**config.mk**
```make
export PLATFORM = sky130hd
export DESIGN_NAME = ccsr_core
export DESIGN_NICKNAME = d
export VERILOG_FILES = /design/src/logic/ccsr_pkg.sv /design/src/logic/ccsr_clkdiv.sv /design/src/logic/ccsr_stack.sv /design/src/logic/ccsr_core.sv
export VERILOG_INCLUDE_DIRS = /design/src /design/src/logic
export SDC_FILE = /design/constraint.sdc
export NUM_CORES = 1
export LEC_CHECK = 0
export BUFFER_PORTS_ARGS = -buffer_cell sky130_fd_sc_hd__buf_4
export CORE_MARGIN = 2
export CORE_UTILIZATION = 58
export CTS_BUF_LIST = sky130_fd_sc_hd__clkbuf_4
export DETAILED_ROUTE_END_ITERATION = 10
export MAX_ROUTING_LAYER = met4
export PLACE_DENSITY = 0.82
export SYNTH_ARGS = -nofsm -noshare
export SYNTH_HDL_FRONTEND = slang
export SYNTH_HIERARCHICAL = 1
export SYNTH_SLANG_ARGS = --single-unit
```
**constraint.sdc**
```tcl
create_clock -name i_ref_clk -period 3.7 [get_ports i_ref_clk]
set_input_delay 0.185 -clock i_ref_clk [delete_from_list [all_inputs] [get_ports i_ref_clk]]
set_output_delay 0.185 -clock i_ref_clk [all_outputs]
set_load 0.1 [all_outputs]
```
**src/logic/ccsr_map.svh**
```systemverilog
// Address map, reset values and timing counts of the core state block.
// Assumes it is included by bare name from the design files that need it.
`ifndef CCSR_MAP_SVH
`define CCSR_MAP_SVH

`define CCSR_ADDR_PTR_FIRST 8'h80
`define CCSR_ADDR_PTR_SECOND 8'h81
`define CCSR_ADDR_SDIR_FIRST 8'h82
`define CCSR_ADDR_SDIR_SECOND 8'h83
`define CCSR_ADDR_ACC 8'hFF
`define CCSR_REG_RST 8'h00
`define CCSR_PC_W 12
`define CCSR_PC_RST_VEC 12'hFFE
`define CCSR_STACK_DEPTH 6
`define CCSR_MC_DIV 13
`define CCSR_TMR_DIV 12
`define CCSR_RST_DELAY 2048
`define CCSR_CYC_BITBR 3'h5
`define CCSR_CYC_FOUR 3'h4
`define CCSR_CYC_TWO 3'h2

`endif

```
**src/logic/ccsr_pkg.sv**
```systemverilog
// Types shared by the core state block and its user.
// Assumes the user drives commands with these encodings.
package ccsr_pkg;

    typedef enum logic [3:0] {
        PC_HOLD = 4'h0,
        PC_INC = 4'h1,
        PC_JUMP = 4'h2,
        PC_CALL = 4'h3,
        PC_REL = 4'h4,
        PC_IRQ = 4'h5,
        PC_NMI = 4'h6,
        PC_RET = 4'h7,
        PC_INTERRUPT_RETURN_INSTR = 4'h8
    } ccsr_pc_op_t;

    typedef enum logic [2:0] {
        FL_NONE = 3'h0,
        FL_ARITH = 3'h1,
        FL_LOGIC = 3'h2,
        FL_BITTEST = 3'h3,
        FL_ROTL = 3'h4
    } ccsr_flag_op_t;

    typedef enum logic [1:0] {
        CTX_NORMAL = 2'h0,
        CTX_IRQ = 2'h1,
        CTX_NMI = 2'h2
    } ccsr_ctx_t;

    typedef enum logic [2:0] {
        IC_BITBR = 3'h0,
        IC_BRANCH = 3'h1,
        IC_BITMAN = 3'h2,
        IC_LOAD = 3'h3,
        IC_ALU = 3'h4,
        IC_COND = 3'h5,
        IC_PROG = 3'h6
    } ccsr_iclass_t;

    typedef enum logic [1:0] {
        RST_HOLD = 2'b00,
        RST_DELAY = 2'b01,
        RST_RUN = 2'b11
    } ccsr_rst_st_t;

endpackage

```
**src/logic/ccsr_clkdiv.sv**
```systemverilog
// Free-running divider giving a one-cycle tick every DIV reference clocks.
// Assumes a single clock and a synchronous active-low reset.
`timescale 1ns/1ps
module ccsr_clkdiv #(
    parameter int DIV = 13
) (
    input wire logic i_ref_clk,
    input wire logic i_rst_n,
    output logic o_tick,
    output logic [4:0] o_phase
);
    logic [4:0] cnt_q;

    always_ff @(posedge i_ref_clk) begin
        if (!i_rst_n) begin
            cnt_q <= 5'h00;
        end else if (cnt_q == 5'(DIV - 1)) begin
            cnt_q <= 5'h00;
        end else begin
            cnt_q <= cnt_q + 5'h01;
        end
    end

    assign o_tick = (cnt_q == 5'(DIV - 1));
    assign o_phase = cnt_q;
endmodule // ccsr_clkdiv

```
**src/logic/ccsr_stack.sv**
```systemverilog
// Saturating hardware return stack, shifting levels on push and pop.
// Assumes push and pop never arrive in the same cycle.
`timescale 1ns/1ps
module ccsr_stack #(
    parameter int W = 12,
    parameter int DEPTH = 6
) (
    input wire logic i_ref_clk,
    input wire logic i_clear,
    input wire logic i_push,
    input wire logic i_pop,
    input wire logic [W-1:0] i_data,
    output logic [W-1:0] o_top,
    output logic o_empty,
    output logic [2:0] o_depth
);
    logic [W-1:0] lvl_q [DEPTH];
    logic [2:0] depth_q;

    always_ff @(posedge i_ref_clk) begin
        if (i_clear) begin
            for (int i = 0; i < DEPTH; i++) begin
                lvl_q[i] <= '0;
            end
        end else if (i_push) begin
            // The deepest level falls off the end when the stack is full.
            for (int i = DEPTH - 1; i > 0; i--) begin
                lvl_q[i] <= lvl_q[i-1];
            end
            lvl_q[0] <= i_data;
        end else if (i_pop && depth_q != 3'h0) begin
            for (int i = 0; i < DEPTH - 1; i++) begin
                lvl_q[i] <= lvl_q[i+1];
            end
            lvl_q[DEPTH-1] <= '0;
        end
    end

    always_ff @(posedge i_ref_clk) begin
        if (i_clear) begin
            depth_q <= 3'h0;
        end else if (i_push && depth_q != 3'(DEPTH)) begin
            depth_q <= depth_q + 3'h1;
        end else if (i_pop && depth_q != 3'h0) begin
            depth_q <= depth_q - 3'h1;
        end
    end

    assign o_top = lvl_q[0];
    assign o_empty = (depth_q == 3'h0);
    assign o_depth = depth_q;
endmodule // ccsr_stack

```
**src/logic/ccsr_core.sv**
```systemverilog
// Programmer-visible core state: data-space registers, program counter,
// context flag pairs, return stack, clock dividers and reset entry.
// Assumes an outside sequencer issues one command per machine-cycle tick.
`timescale 1ns/1ps
`include "ccsr_map.svh"

// Notes on behaviour
// - Eight-bit accumulator, read and written as data-space location FFh.
// - Two pointer registers at data addresses 80h and 81h.
// - Two short-direct registers at data addresses 82h and 83h.
// - Program counter is twelve bits, covering 4096 program bytes.
// - Counter increments per fetch; relative branch adds signed offset.
// - Counter loads target, relative sum, vector or popped stack value.
// - Three carry/zero pairs: normal, maskable and non-maskable context.
// - Interrupt entry switches pair; interrupt return restores the previous pair.
// - Pairs keep values across switches; only the active pair is touched.
// - Carry follows carry or borrow, tested bit, and rotate-left.
// - Zero flag set when the last arithmetic or logic result is zero.
// - After any reset the non-maskable context and its pair are active.
// - Six-level twelve-bit stack; call or interrupt shifts down, pushes counter.
// - Either return pops level one into the counter and shifts up.
// - Stack saturates both ways; empty return leaves the counter and stack unchanged.
// - A machine cycle lasts thirteen oscillator periods.
// - Timer and watchdog tick is the oscillator divided by twelve.
// - Instructions last five, four or two machine cycles by class.
// - Reset comes from the pin, power-on detection or watchdog timeout.
// - Pin is active low; internal reset is delayed and holds while low.
// - Reset in run or wait halts execution and pulls all I/O up.
// - Reset in stop restarts the oscillator and pulls all I/O up.
// - Internal reset releases 2048 clocks after the external release.
// - Reset clears the stack and loads the counter with 0FFEh.
module ccsr_core #(
    parameter int RST_DELAY = `CCSR_RST_DELAY,
    parameter int MC_DIV = `CCSR_MC_DIV,
    parameter int TMR_DIV = `CCSR_TMR_DIV
) (
    input wire logic i_ref_clk,
    input wire logic i_rst_n,
    input wire logic i_reset_pin_n,
    input wire logic i_por_active,
    input wire logic i_wdg_timeout,
    input wire logic i_stop_req,
    input wire logic [7:0] i_ds_addr,
    input wire logic i_ds_wr,
    input wire logic i_ds_rd,
    input wire logic [7:0] i_ds_wdata,
    input wire logic i_acc_we,
    input wire logic [7:0] i_acc_wdata,
    input wire ccsr_pkg::ccsr_pc_op_t i_pc_op,
    input wire logic [11:0] i_pc_target,
    input wire logic [7:0] i_rel_offset,
    input wire ccsr_pkg::ccsr_flag_op_t i_flag_op,
    input wire logic i_alu_carry,
    input wire logic [7:0] i_alu_result,
    input wire logic i_bit_value,
    input wire logic i_instr_start,
    input wire ccsr_pkg::ccsr_iclass_t i_instr_class,
    output logic [7:0] o_accumulator,
    output logic [7:0] o_pointer_reg_first,
    output logic [7:0] o_pointer_reg_second,
    output logic [7:0] o_short_direct_reg_first,
    output logic [7:0] o_short_direct_reg_second,
    output logic [7:0] o_ds_rdata,
    output logic o_ds_hit,
    output logic [11:0] o_pc,
    output logic [2:0] o_stack_depth,
    output logic o_carry,
    output logic o_zero,
    output ccsr_pkg::ccsr_ctx_t o_ctx,
    output logic o_mc_tick,
    output logic o_latch_settle,
    output logic o_tmr_tick,
    output logic o_instr_last,
    output logic o_core_rst_n,
    output logic o_io_pullup,
    output logic o_run,
    output logic o_osc_en
);
    logic pin_meta_q;
    logic pin_sync_q;
    logic por_meta_q;
    logic por_sync_q;
    logic src_active;
    ccsr_pkg::ccsr_rst_st_t rst_st_q;
    logic [11:0] dly_cnt_q;
    logic core_rst;
    logic stop_q;
    logic [4:0] mc_phase;
    logic step;
    logic [7:0] acc_q;
    logic [7:0] ptr_first_q;
    logic [7:0] ptr_second_q;
    logic [7:0] sdir_first_q;
    logic [7:0] sdir_second_q;
    logic [7:0] rdata_q;
    logic hit_q;
    logic [11:0] pc_q;
    logic push;
    logic pop;
    logic [11:0] stk_top;
    logic stk_empty;
    ccsr_pkg::ccsr_ctx_t ctx_q;
    ccsr_pkg::ccsr_ctx_t nmi_prev_q;
    logic [2:0] carry_q;
    logic [2:0] zero_q;
    logic [2:0] cyc_q;

    function automatic logic [2:0] class_cycles(input ccsr_pkg::ccsr_iclass_t ic);
        case (ic)
            ccsr_pkg::IC_BITBR: class_cycles = `CCSR_CYC_BITBR;
            ccsr_pkg::IC_COND,
            ccsr_pkg::IC_PROG: class_cycles = `CCSR_CYC_TWO;
            default: class_cycles = `CCSR_CYC_FOUR;
        endcase
    endfunction

    function automatic logic wr_hit(input logic [7:0] addr, input logic [7:0] reg_addr);
        wr_hit = i_ds_wr && (addr == reg_addr);
    endfunction

    // Pin and power-on inputs are asynchronous to the oscillator clock.
    always_ff @(posedge i_ref_clk) begin
        if (!i_rst_n) begin
            pin_meta_q <= 1'b1;
            pin_sync_q <= 1'b1;
            por_meta_q <= 1'b0;
            por_sync_q <= 1'b0;
        end else begin
            pin_meta_q <= i_reset_pin_n;
            pin_sync_q <= pin_meta_q;
            por_meta_q <= i_por_active;
            por_sync_q <= por_meta_q;
        end
    end

    assign src_active = !pin_sync_q || por_sync_q || i_wdg_timeout;

    // Any source restarts the delay, so a short pulse still gets a full reset.
    always_ff @(posedge i_ref_clk) begin
        if (!i_rst_n) begin
            rst_st_q <= ccsr_pkg::RST_HOLD;
            dly_cnt_q <= 12'h000;
        end else if (src_active) begin
            rst_st_q <= ccsr_pkg::RST_HOLD;
            dly_cnt_q <= 12'h000;
        end else begin
            case (rst_st_q)
                ccsr_pkg::RST_HOLD: begin
                    rst_st_q <= ccsr_pkg::RST_DELAY;
                    dly_cnt_q <= 12'h000;
                end
                ccsr_pkg::RST_DELAY: begin
                    if (dly_cnt_q == 12'(RST_DELAY - 1)) begin
                        rst_st_q <= ccsr_pkg::RST_RUN;
                    end else begin
                        dly_cnt_q <= dly_cnt_q + 12'h001;
                    end
                end
                ccsr_pkg::RST_RUN: begin
                    rst_st_q <= ccsr_pkg::RST_RUN;
                end
                default: begin
                    rst_st_q <= ccsr_pkg::RST_HOLD;
                end
            endcase
        end
    end

    assign core_rst = (rst_st_q != ccsr_pkg::RST_RUN);
    assign o_core_rst_n = !core_rst;
    assign o_io_pullup = core_rst;

    // Stop mode gates the oscillator; only a reset source can wake it.
    always_ff @(posedge i_ref_clk) begin
        if (!i_rst_n || core_rst) begin
            stop_q <= 1'b0;
        end else if (i_stop_req) begin
            stop_q <= 1'b1;
        end
    end

    assign o_osc_en = !stop_q || src_active;
    assign o_run = !core_rst && !stop_q;

    ccsr_clkdiv #(
        .DIV(MC_DIV)
    ) u_mc_div (
        .i_ref_clk(i_ref_clk),
        .i_rst_n(i_rst_n),
        .o_tick(o_mc_tick),
        .o_phase(mc_phase)
    );

    ccsr_clkdiv #(
        .DIV(TMR_DIV)
    ) u_tmr_div (
        .i_ref_clk(i_ref_clk),
        .i_rst_n(i_rst_n),
        .o_tick(o_tmr_tick),
        .o_phase()
    );

    // The last period of each machine cycle is kept free for latch settling.
    assign o_latch_settle = (mc_phase == 5'(MC_DIV - 1));
    assign step = o_mc_tick && o_run;

    // A data-space write beats an ALU result aimed at the accumulator.
    always_ff @(posedge i_ref_clk) begin
        if (!i_rst_n) begin
            acc_q <= `CCSR_REG_RST;
        end else if (wr_hit(i_ds_addr, `CCSR_ADDR_ACC)) begin
            acc_q <= i_ds_wdata;
        end else if (i_acc_we) begin
            acc_q <= i_acc_wdata;
        end
    end

    always_ff @(posedge i_ref_clk) begin
        if (!i_rst_n) begin
            ptr_first_q <= `CCSR_REG_RST;
            ptr_second_q <= `CCSR_REG_RST;
        end else begin
            if (wr_hit(i_ds_addr, `CCSR_ADDR_PTR_FIRST)) begin
                ptr_first_q <= i_ds_wdata;
            end
            if (wr_hit(i_ds_addr, `CCSR_ADDR_PTR_SECOND)) begin
                ptr_second_q <= i_ds_wdata;
            end
        end
    end

    always_ff @(posedge i_ref_clk) begin
        if (!i_rst_n) begin
            sdir_first_q <= `CCSR_REG_RST;
            sdir_second_q <= `CCSR_REG_RST;
        end else begin
            if (wr_hit(i_ds_addr, `CCSR_ADDR_SDIR_FIRST)) begin
                sdir_first_q <= i_ds_wdata;
            end
            if (wr_hit(i_ds_addr, `CCSR_ADDR_SDIR_SECOND)) begin
                sdir_second_q <= i_ds_wdata;
            end
        end
    end

    // Reads are registered; addresses outside the core answer no hit and zero.
    always_ff @(posedge i_ref_clk) begin
        if (!i_rst_n) begin
            rdata_q <= 8'h00;
            hit_q <= 1'b0;
        end else if (i_ds_rd) begin
            hit_q <= 1'b1;
            case (i_ds_addr)
                `CCSR_ADDR_ACC: rdata_q <= acc_q;
                `CCSR_ADDR_PTR_FIRST: rdata_q <= ptr_first_q;
                `CCSR_ADDR_PTR_SECOND: rdata_q <= ptr_second_q;
                `CCSR_ADDR_SDIR_FIRST: rdata_q <= sdir_first_q;
                `CCSR_ADDR_SDIR_SECOND: rdata_q <= sdir_second_q;
                default: begin
                    rdata_q <= 8'h00;
                    hit_q <= 1'b0;
                end
            endcase
        end else begin
            hit_q <= 1'b0;
        end
    end

    assign push = step && (i_pc_op == ccsr_pkg::PC_CALL || i_pc_op == ccsr_pkg::PC_IRQ
        || i_pc_op == ccsr_pkg::PC_NMI);
    assign pop = step && !stk_empty && (i_pc_op == ccsr_pkg::PC_RET
        || i_pc_op == ccsr_pkg::PC_INTERRUPT_RETURN_INSTR);

    ccsr_stack #(
        .W(`CCSR_PC_W),
        .DEPTH(`CCSR_STACK_DEPTH)
    ) u_stack (
        .i_ref_clk(i_ref_clk),
        .i_clear(!i_rst_n || core_rst),
        .i_push(push),
        .i_pop(pop),
        .i_data(pc_q),
        .o_top(stk_top),
        .o_empty(stk_empty),
        .o_depth(o_stack_depth)
    );

    // The counter already points past the return opcode, so an empty pop holds it.
    always_ff @(posedge i_ref_clk) begin
        if (!i_rst_n || core_rst) begin
            pc_q <= `CCSR_PC_RST_VEC;
        end else if (step) begin
            case (i_pc_op)
                ccsr_pkg::PC_INC: pc_q <= pc_q + 12'h001;
                ccsr_pkg::PC_JUMP,
                ccsr_pkg::PC_CALL,
                ccsr_pkg::PC_IRQ,
                ccsr_pkg::PC_NMI: pc_q <= i_pc_target;
                ccsr_pkg::PC_REL: pc_q <= pc_q + {{4{i_rel_offset[7]}}, i_rel_offset};
                ccsr_pkg::PC_RET,
                ccsr_pkg::PC_INTERRUPT_RETURN_INSTR: begin
                    if (!stk_empty) begin
                        pc_q <= stk_top;
                    end
                end
                default: pc_q <= pc_q;
            endcase
        end
    end

    // Maskable service always starts from normal, so only the non-maskable
    // entry needs the context it interrupted remembered.
    always_ff @(posedge i_ref_clk) begin
        if (!i_rst_n || core_rst) begin
            ctx_q <= ccsr_pkg::CTX_NMI;
            nmi_prev_q <= ccsr_pkg::CTX_NORMAL;
        end else if (step) begin
            case (i_pc_op)
                ccsr_pkg::PC_IRQ: ctx_q <= ccsr_pkg::CTX_IRQ;
                ccsr_pkg::PC_NMI: begin
                    nmi_prev_q <= ctx_q;
                    ctx_q <= ccsr_pkg::CTX_NMI;
                end
                ccsr_pkg::PC_INTERRUPT_RETURN_INSTR: begin
                    if (ctx_q == ccsr_pkg::CTX_NMI) begin
                        ctx_q <= nmi_prev_q;
                    end else begin
                        ctx_q <= ccsr_pkg::CTX_NORMAL;
                    end
                end
                default: ctx_q <= ctx_q;
            endcase
        end
    end

    // Only the active pair is written; the others keep their values.
    always_ff @(posedge i_ref_clk) begin
        if (!i_rst_n) begin
            carry_q <= 3'h0;
            zero_q <= 3'h0;
        end else begin
            case (i_flag_op)
                ccsr_pkg::FL_ARITH: begin
                    carry_q[ctx_q] <= i_alu_carry;
                    zero_q[ctx_q] <= (i_alu_result == 8'h00);
                end
                ccsr_pkg::FL_LOGIC: zero_q[ctx_q] <= (i_alu_result == 8'h00);
                ccsr_pkg::FL_BITTEST: carry_q[ctx_q] <= i_bit_value;
                ccsr_pkg::FL_ROTL: carry_q[ctx_q] <= i_alu_carry;
                default: carry_q <= carry_q;
            endcase
        end
    end

    // Instruction length counter, loaded at start and run on machine ticks.
    always_ff @(posedge i_ref_clk) begin
        if (!i_rst_n || core_rst) begin
            cyc_q <= 3'h0;
        end else if (i_instr_start) begin
            cyc_q <= class_cycles(i_instr_class);
        end else if (step && cyc_q != 3'h0) begin
            cyc_q <= cyc_q - 3'h1;
        end
    end

    assign o_instr_last = step && (cyc_q == 3'h1);
    assign o_accumulator = acc_q;
    assign o_pointer_reg_first = ptr_first_q;
    assign o_pointer_reg_second = ptr_second_q;
    assign o_short_direct_reg_first = sdir_first_q;
    assign o_short_direct_reg_second = sdir_second_q;
    assign o_ds_rdata = rdata_q;
    assign o_ds_hit = hit_q;
    assign o_pc = pc_q;
    assign o_carry = carry_q[ctx_q];
    assign o_zero = zero_q[ctx_q];
    assign o_ctx = ctx_q;
endmodule // ccsr_core

```
==> run summary, run 1 <==
Slew Limit Fails: 0
Vias in the first global route: 7001
# IOs: 150
Tcrit/Tclk final: 78.5%
Min-delay src: i_pc_target[0]
Initial antenna violation count: 1
Initial DRT Pass Iterations: 5
Psw: 0.963 mW
Via count: 7277
GRT busiest layer: met2
GR Util met3: 7.01%
Worst r2r src: u_mc_div/o_phase[0]
Post-synthesis adder-cell area fraction: 2.48%
Switching Share: 26.3%
Clock Skew: 0.0154 ns
Critical Path RT: 3.98 ns
Initial core utilization: 59.4%
Worst setup SP type: flip-flop
Initial DRC Count: 550
Avg Cell Area, Syn: 10.3 um^2
Distinct cells, synth: 76
Layout cells sized above 1: 28.0%
Primary FF master, synth: dfxtp_1
Final Hold Violating Endpoints: 0
Compound-cell area share of the yosys netlist: 22.3%
Netlist area before placement: 8670 um^2
Crit path from: u_mc_div/o_phase[0]
Critical Path Most Common Cell: inv_1
Top cells by area, synth: edfxtp_1 (25%), dfxtp_1 (24%), a22o_2 (6.9%)
Combinational family with the most area after synthesis: compound AO/OA/AOI/OAI gates
Minimum clock period after layout: 2.91 ns
Asr flop ratio synth: 0%
Worst hold margin: 0.0726 ns
RSZ-0062 raised after global routing: no
Sequential fraction of the synthesis area: 49.4%
Top-area cell type share of the netlist area: 24.9%
Setup CP Type: reg -> reg
Routed WL: 21200 um
Warnings, synthesis: 6
Worst Tran Pin Value: 0.834 ns
Post-synthesis mux area share: 2.22%
Worst Hold Class: in -> reg
CP peak stage delay: 0.65 ns
Post-Route Setup TNS: 0 ns
Final net count: 1100
Layout area overhead: 23.0%
Cell leakage power: 4.37 nW
Clk pwr share: 33.2%
Die Width: 126 um
Routed length per instance: 17.6 um
Post-route ant nets: 0
Synth Register Bits: 178
Met1 GRT Util: 37.2%
TritonCTS Buffers: 17
Max Root-Sink Buffers: 2
Combinational power share: 10.4%
Dpl hpwl: 13900 um
Post-synthesis instance total: 839
First-pass GRT wire length: 34800 um
Total GRT Usage: 27.8%
Post-synth EDFFs: 72
Slowest-stage cell, CP: nor3b_1
Met2 Track Usage GR: 42.0%
Flop pwr share: 56.4%
Cell total after placement: 1134
Drt drc: 0
Max VDD drop: 0.243 mV
Placer Congestion: 0.848
Remaining global-route overflow: 0
Largest fanout on the critical path: 25
Largest net degree at the start of global routing: 70
Internal: 2.69 mW
IO Port Bufs: 149
Die area: 15900 um^2
Area leader, netlist: edfxtp_1
Synth Area in XOR/XNOR: 2.12%
TritonCTS clock tree: yes
Post-route non-filler standard cell count: 1208
Layout Utilization: 73.1%
Count leader, synth: dfxtp_1
Final setup vio count: 0
Critical path cell sequence: inv_1, ha_1, nand4b_1, inv_1, nand4b_2, nor3b_1, o31ai_4, nand2_2, buf_12
Die height: 126 um
Max_cap viols: 0
Worst-skew pair later-pin latency: 0.56 ns
Clock transition at path regs: 0.15 ns
Max H-tree Level: 4
Highest clock rate: 0.344 GHz
Top cells by count, synth: dfxtp_1 (106), nand2_1 (104), edfxtp_1 (72)
Syn Nets: 929
Cell Pwr Density: 343 nW/um^2
Outcome: completed
CTS Root Cell: clkbuf_4
Vias per cell: 6.02
Max_slew headroom: 43.8%
Crit path arrival time: 3.18 ns
# rows: 44
Simple-Gate Fraction of Synth Area: 17.3%
Sink Count: 178
Fill cells: 1022
CTS resizes: 0
CP endpoint kind: flip-flop
Post-CTS setup buffers: 0
Core Region: 14600 um^2
Power, Total: 3.66 mW
[per-layer routing]
| metal | vias up | share of wire (%) |
|---|---|---|
| met5 | - | 0 |
| met4 | 0 | 1.7 |
| met3 | 34 | 7.8 |
| met2 | 308 | 47 |
| met1 | 3476 | 43 |
| li1 | 3459 | - |
[path summary, 6_finish.rpt]
check / endpoint / cells past startpoint / slack, ns
setup / recovery: u_stack/lvl_q[2][9] / 9 / 0.79
hold / removal: o_pc[0] / 3 / 0.07
setup reg to reg: u_stack/lvl_q[2][9] / 9 / 0.79
hold reg to reg: pin_sync_q / 1 / 0.44
[metrics by stage]
step | instance area [um^2] | worst slack, ns
finish | 10700 | 0.795
global route | 10700 | 0.589
CTS | 10700 | 0.833
detailed placement | 9920 | 0.691
global placement | 9920 | 0.765
floorplan | 8670 | 0.0544
[what timing repair did]
item	in CTS	in global routing
endpoints found under the hold margin	61	0
setup endpoints to repair	0	0
hold buffers	41	0
[power groups by stage]
| stage | clock, mW | combinational (mW) | sequential [mW] |
|---|---|---|---|
| after detailed placement | 0 | 0.340 | 2.10 |
| after global routing | 1.33 | 0.405 | 2.07 |
| after floorplan | 0 | 0.151 | 2.17 |
| after CTS | 1.23 | 0.373 | 2.06 |
| final | 1.21 | 0.380 | 2.06 |
| after global placement | 0 | 0.336 | 2.10 |
[cell usage in the layout, fill, tap and decap left out, types with 9 or more instances in the layout]
cell type,netlist,routed
buf_4,4,158
dfxtp_1,106,106
nand2_1,104,103
edfxtp_1,72,72
a22o_2,60,60
nor2_1,52,52
nand3_1,43,43
dlygate4sd3_1,0,41
a21oi_1,33,33
o21ai_0,26,26
a21boi_0,21,21
inv_1,20,20
and2_1,20,20
mux2i_1,17,17
clkbuf_4,0,17
ha_1,14,14
a22oi_1,13,13
xor2_1,11,11
a221oi_1,11,11
a21boi_1,11,11
nor3_1,10,10
xnor2_1,10,10
a21o_1,9,9
[state kept, by name, summed over array words and instances (netlist names)]
signal,flops
carry_q,3
cyc_q,3
dly_cnt_q,12
nmi_prev_q,2
o_accumulator,8
o_ctx,2
o_ds_hit,1
o_ds_rdata,8
o_pc,12
o_pointer_reg_first,8
o_pointer_reg_second,8
o_short_direct_reg_first,8
o_short_direct_reg_second,8
pin_meta_q,1
pin_sync_q,1
por_meta_q,1
por_sync_q,1
rst_st_q,2
stop_q,1
u_mc_div/o_phase,5
u_stack/lvl_q,72
u_stack/o_depth,3
u_tmr_div/o_phase,5
zero_q,3
[logic make-up after synthesis]
kind of cell | Yosys count
simple gates | 290
compound gates | 243
flops | 178
buf+inv | 72
xor+xnor | 21
mux | 19
fa+ha+maj | 16
[critical path, delay by kind of cell, from the launching register on]
family	cells	cell delay, ns
compound gates	1	0.23
fa+ha+maj	1	0.14
buf+inv	3	0.43
flops	1	0.37
simple gates	4	1.44
[cell type report]
cell class                 count  area [um^2]  share of cell area [%]
clock buffer                  17          128                    1.20
sequential                   178         4280                    40.2
tap                          184          230                    2.16
clock inverter                15          196                    1.84
antenna                        1         2.50                  0.0235
inverter                      20         75.1                   0.704
timing repair buffer         204         1700                    15.9
multi-input combinational    589         4050                    38.0
Note: power is estimated with default switching activity, not from simulation.
==> run 2, diff against run 1 <==
==> constraint.sdc (replaced) <==
create_clock -name i_ref_clk -period 2.83 [get_ports i_ref_clk]
set_input_delay 0.1415 -clock i_ref_clk [delete_from_list [all_inputs] [get_ports i_ref_clk]]
set_output_delay 0.1415 -clock i_ref_clk [all_outputs]
set_load 0.1 [all_outputs]
==> run 2 against run 1 <==
Utilization increased by 0.36 points. Sequential power increased by 31%. Critical endpoint is now u_stack/o_depth[2]. Die area did not move. Cell area grew 0.49%. Largest cell class unchanged. Final cell count grew 0.50%.
==> run summary, run 2 (synthesized netlist as in run 1, its figures left out) <==
Core Region: 14600 um^2
Dpl hpwl: 13900 um
Worst hold margin: 0.0614 ns
FF-to-FF path depth: 10
Minimum clock period after layout: 2.66 ns
Max_slew headroom: 39.1%
Clock Skew: 0.0202 ns
Routed WL: 21100 um
Most frequent cells in the layout: buf_4 (164), dfxtp_1 (105), nand2_1 (103)
Cell leakage power: 4.40 nW
Routed length per instance: 17.4 um
Via count: 7256
Worst-skew pair later-pin latency: 0.57 ns
TritonCTS Buffers: 17
Layout area overhead: 23.6%
Largest register FFs: 72
Setup CP Type: reg -> reg
Vias in the first global route: 6986
Worst setup margin: 0.170 ns
Drt drc: 0
CTS Root Cell: clkbuf_4
Internal: 3.53 mW
Worst Hold Class: in -> reg
Cell total after placement: 1137
CP bufs+invs: 2
Cell Pwr Density: 448 nW/um^2
Placer Congestion: 0.868
Post-CTS setup buffers: 0
Max VDD drop: 0.323 mV
Largest fanout on the critical path: 9
Die area: 15900 um^2
First-pass GRT wire length: 34200 um
Reg2reg end: u_stack/o_depth[2]
Layout Utilization: 73.4%
Psw: 1.27 mW
Initial DRC Count: 605
Top delay family on crit path: simple AND/OR/NAND/NOR gates
Initial antenna violation count: 1
Remaining global-route overflow: 0
Commonest non-fill, non-tap cell in the layout: buf_4
Initial core utilization: 59.4%
Outcome: completed
Max Root-Sink Buffers: 2
Post-DP Area: 9950 um^2
Final setup vio count: 0
Layout cells sized above 1: 28.6%
Combinational power share: 10.5%
CTS resizes: 0
Final Hold Violating Endpoints: 0
RSZ-0062 raised after global routing: no
Die height: 126 um
Hold Path Cell Cnt: 4
# IOs: 150
Flop pwr share: 56.2%
Post-route non-filler standard cell count: 1214
Power, Total: 4.80 mW
Max_cap viols: 0
Switching Share: 26.5%
# hold bufs at CTS: 44
CP peak stage delay: 0.40 ns
Crit path arrival time: 3.13 ns
Largest net degree at the start of global routing: 73
Clk pwr share: 33.3%
Min-delay src: i_acc_we
TritonCTS clock tree: yes
CP endpoint kind: flip-flop
R2r setup slk: 0.17 ns
Initial DRT Pass Iterations: 5
Slew Limit Fails: 0
Worst setup SP type: flip-flop
Fill cells: 1042
Clock transition at path regs: 0.16 ns
# rows: 44
IO Port Bufs: 149
Highest clock rate: 0.376 GHz
Worst r2r src: u_mc_div/o_phase[0]
Critical Path RT: 3.30 ns
Hold endpoint: o_accumulator[2]
Total GRT Usage: 27.2%
Setup WS pre-CTS: 0.0510 ns
Largest register by flop count: u_stack/lvl_q
Critical path cell sequence: inv_1, ha_1, nand4b_1, clkinvlp_4, nand4b_4, nor3_1, o21ai_2, fa_1, mux2i_1, mux2_2
Final net count: 1106
Vias per cell: 5.98
Die Width: 126 um
Max H-tree Level: 4
Post-route ant nets: 0
Worst Tran Pin Value: 0.904 ns
Slowest-stage cell, CP: fa_1
Post-Route Setup TNS: 0 ns
Tcrit/Tclk final: 94.0%
Sink Count: 178
Fin area: 10700 um^2
-- run 2: layout make-up --
type                       count  area (um^2)  area share [%]
timing repair buffer         210         1710            16.0
inverter                      20         78.8           0.736
antenna                        1         2.50          0.0234
sequential                   178         4290            40.0
tap                          184          230            2.15
clock buffer                  17          128            1.19
multi-input combinational    589         4080            38.1
clock inverter                15          193            1.80
-- run 2: how the worst max path moves through the flow --
stage,from,endpoint,slack [ns],depth (start not counted)
3_3_place_gp,i_pc_op[0],o_pc[10],0.1,12
4_1_cts,u_mc_div/o_phase[0],u_stack/o_depth[2],0.24,10
6_report,u_mc_div/o_phase[0],u_stack/o_depth[2],0.17,10
3_5_place_dp,i_pc_op[0],o_pc[10],0.05,12
2_1_floorplan,u_stack/o_depth[0],u_stack/lvl_q[0][8],0.003,6
5_1_grt,u_mc_div/o_phase[0],u_stack/o_depth[1],0.01,12
-- run 2: power by group through the flow --
stage / sequential (mW) / clock [mW] / combinational [mW]
after floorplan: 2.84 / 0 / 0.199
after global placement: 2.75 / 0 / 0.446
after detailed placement: 2.75 / 0 / 0.451
after CTS: 2.69 / 1.62 / 0.497
after global routing: 2.70 / 1.72 / 0.537
final: 2.69 / 1.60 / 0.503
-- run 2: worst register-to-register path, stage by stage (launching register included) --
cell	delay (ns)
dfxtp_1	0.38
inv_1	0.07
ha_1	0.14
nand4b_1	0.20
clkinvlp_4	0.17
nand4b_4	0.19
nor3_1	0.35
o21ai_2	0.13
fa_1	0.40
mux2i_1	0.18
mux2_2	0.35
-- run 2: layer usage --
metal	global-route usage [%]	part of all wire (%)	routed length (um)
met5	-	0	0
met3	6.58	6.9	1460
met2	42.2	47	9990
met1	35.0	43	9100
met4	9.89	2.7	566
==> run 3, diff against run 2 <==
--- a/config.mk
+++ b/config.mk
@@ -15,5 +15,4 @@
 export PLACE_DENSITY = 0.82
 export SYNTH_ARGS = -nofsm -noshare
 export SYNTH_HDL_FRONTEND = slang
-export SYNTH_HIERARCHICAL = 1
 export SYNTH_SLANG_ARGS = --single-unit
==> run 3 against run 2 <==
Worst setup slack gained 0.16 ns. Wire length grew 3.4%. Non-clock buffer count is the same. Die area shrank 1.5%. Register-to-register slack gained 0.16 ns. Largest cell class unchanged. Cell area shrank 1.8%. Final cell count grew 0.49%. First-iteration DRC count grew 7.8%. Worst hold slack lost 0.014 ns. Critical path type unchanged. Total power shrank 4.9%.
==> run summary, run 3 <==
Worst setup path end: o_pc[8]
Final Hold Violating Endpoints: 0
Drt drc: 0
Setup WS pre-CTS: 0.0176 ns
# IOs: 150
Worst r2r src: o_pc[0]
Final net count: 1112
Layout area overhead: 23.3%
R2r setup slk: 0.33 ns
First-pass GRT wire length: 35400 um
Post-route ant nets: 0
Setup CP Type: reg -> reg
FF-to-FF path depth: 8
Synth Register Bits: 178
Top-area cell type share of the netlist area: 25.3%
Critical path cell sequence: ha_1, fa_1, a211oi_1, o21ai_0, a21oi_1, mux2i_1, a222oi_1, o221ai_1
Post-CTS setup buffers: 0
Top delay family on crit path: compound AO/OA/AOI/OAI gates
Top cells by area, synth: edfxtp_1 (25%), dfxtp_1 (25%), a22o_1 (6.2%)
Count leader, synth: dfxtp_1
Die Width: 125 um
Die area: 15700 um^2
Max VDD drop: 0.404 mV
Sequential fraction of the synthesis area: 50.2%
Syn Nets: 937
Placer Congestion: 0.902
Crit path arrival time: 2.95 ns
Remaining global-route overflow: 0
Crit path from: o_pc[0]
Post-synthesis instance total: 847
Post-synth EDFFs: 72
Initial core utilization: 58.9%
Asr flop ratio synth: 0%
Area leader, netlist: edfxtp_1
Initial DRC Count: 652
Layout Utilization: 72.7%
Layout cells sized above 1: 21.7%
Netlist area before placement: 8530 um^2
Worst setup SP type: flip-flop
Warnings, synthesis: 0
Routed WL: 21800 um
TritonCTS clock tree: yes
Sink Count: 178
Routed length per instance: 17.9 um
Critical Path RT: 3.28 ns
Reg2reg end: o_pc[8]
CP bufs+invs: 0
Largest register by flop count: u_stack.lvl_q
Max Root-Sink Buffers: 2
Tcrit/Tclk final: 88.3%
CP peak stage delay: 0.41 ns
Cell leakage power: 4.39 nW
Worst hold margin: 0.0479 ns
Minimum clock period after layout: 2.50 ns
Slew Limit Fails: 0
TritonCTS Buffers: 17
Dpl hpwl: 14600 um
Cell Pwr Density: 433 nW/um^2
Max_slew headroom: 43.0%
Worst Tran Pin Value: 0.851 ns
Commonest non-fill, non-tap cell in the layout: buf_4
Min-delay src: i_wdg_timeout
Cell total after placement: 1148
Post-route non-filler standard cell count: 1220
Most frequent cells in the layout: buf_4 (168), dfxtp_1 (105), nand2_1 (98)
Max_cap viols: 0
Highest clock rate: 0.400 GHz
Avg Cell Area, Syn: 10.1 um^2
Initial antenna violation count: 1
Primary FF master, synth: dfxtp_1
Max H-tree Level: 4
Worst setup margin: 0.332 ns
Via count: 7501
Clock Skew: 0.0230 ns
Largest net degree at the start of global routing: 67
Clock transition at path regs: 0.15 ns
Total GRT Usage: 28.5%
Largest fanout on the critical path: 4
Largest register FFs: 72
Distinct cells, synth: 67
Fill cells: 1084
Post-Route Setup TNS: 0 ns
Top cells by count, synth: dfxtp_1 (106), nand2_1 (98), edfxtp_1 (72)
Levels on crit path: 8
Worst Hold Class: in -> reg
Initial DRT Pass Iterations: 5
Vias per cell: 6.15
IO Port Bufs: 149
# rows: 44
Worst-skew pair later-pin latency: 0.56 ns
Outcome: completed
RSZ-0062 raised after global routing: no
Vias in the first global route: 7101
Core Region: 14500 um^2
Slowest-stage cell, CP: dfxtp_1
Final setup vio count: 0
CTS Root Cell: clkbuf_4
Die height: 125 um
CP endpoint kind: flip-flop
[run 3: changes by cell type in the layout (fill, tap and decap cells not counted), moves of 7 or more]
| cell | before | now |
|---|---|---|
| and3_1 | 2 | 18 |
| nor2_1 | 52 | 59 |
| a21boi_0 | 21 | 32 |
| and2_1 | 20 | 9 |
| a22o_2 | 60 | 0 |
| a22o_1 | 1 | 60 |
| a21boi_1 | 11 | 0 |
[run 3: per-stage QoR]
stage	instance area, um^2	total power [mW]
after detailed placement	9860	3.20
after CTS	10500	4.58
after floorplan	8580	3.03
final	10500	4.56
after global placement	9860	3.20
after global routing	10500	4.74
[run 3: per-layer routing]
| layer | part of all wire, % | vias to the layer above | global-route usage (%) |
|---|---|---|---|
| li1 | - | 3538 | - |
| met1 | 41 | 3596 | 36.3 |
| met2 | 49 | 332 | 45.6 |
| met3 | 7.7 | 35 | 7.10 |
| met4 | 1.8 | 0 | 7.78 |
| met5 | 0 | - | - |
[run 3: power breakdown]
part | leakage (nW) | switching, mW | internal [mW]
registers | 1.75 | 0.0222 | 2.67
clock network | 0.152 | 0.902 | 0.460
logic | 2.49 | 0.295 | 0.209
total | 4.39 | 1.22 | 3.34
[run 3: final cells by class]
cell class              instances  area [um^2]  area share (%)
clock inverters                14          129            1.22
inverters                      18         71.3           0.678
well taps                     184          230            2.19
flip-flops and latches        178         4290            40.7
diodes                          1         2.50          0.0238
repair buffers                210         1710            16.3
clock buffers                  18          135            1.28
multi-input cells             597         3960            37.6
[run 3: what timing repair did]
| action | 4_1_cts | 5_1_grt |
|---|---|---|
| endpoints found under the hold margin | 69 | 0 |
| endpoints found under the setup margin | 0 | 1 |
| hold buffers | 39 | 0 |
| resized for setup | 0 | 1 |
[run 3: logic make-up (layout without fill, tap and decap cells)]
| family | after synthesis | after routing | share of synthesized area [%] |
|---|---|---|---|
| flops | 178 | 178 | 50.2 |
| mux | 17 | 17 | 1.99 |
| buf+inv | 72 | 260 | 4.00 |
| compound gates | 244 | 244 | 21.5 |
| fa+ha+maj | 16 | 16 | 2.52 |
| other cells | 0 | 1 | 0 |
| xor+xnor | 24 | 24 | 2.46 |
| simple gates | 296 | 296 | 17.3 |
[run 3: worst min path at each step]
| stage | end | slack (ns) | cells past startpoint |
|---|---|---|---|
| after floorplan | pin_meta_q | 0.24 | 1 |
| after global placement | pin_meta_q | 0.32 | 2 |
| after detailed placement | pin_meta_q | 0.34 | 2 |
| after CTS | o_ctx[1] | 0.005 | 3 |
| after global routing | o_accumulator[0] | 0.01 | 4 |
| final | rst_st_q[0] | 0.05 | 4 |
[run 3: worst register-to-register path: stages, from the launching register on]
cell	delay [ns]
dfxtp_1	0.41
ha_1	0.25
fa_1	0.39
a211oi_1	0.34
o21ai_0	0.22
a21oi_1	0.20
mux2i_1	0.11
a222oi_1	0.29
o221ai_1	0.16
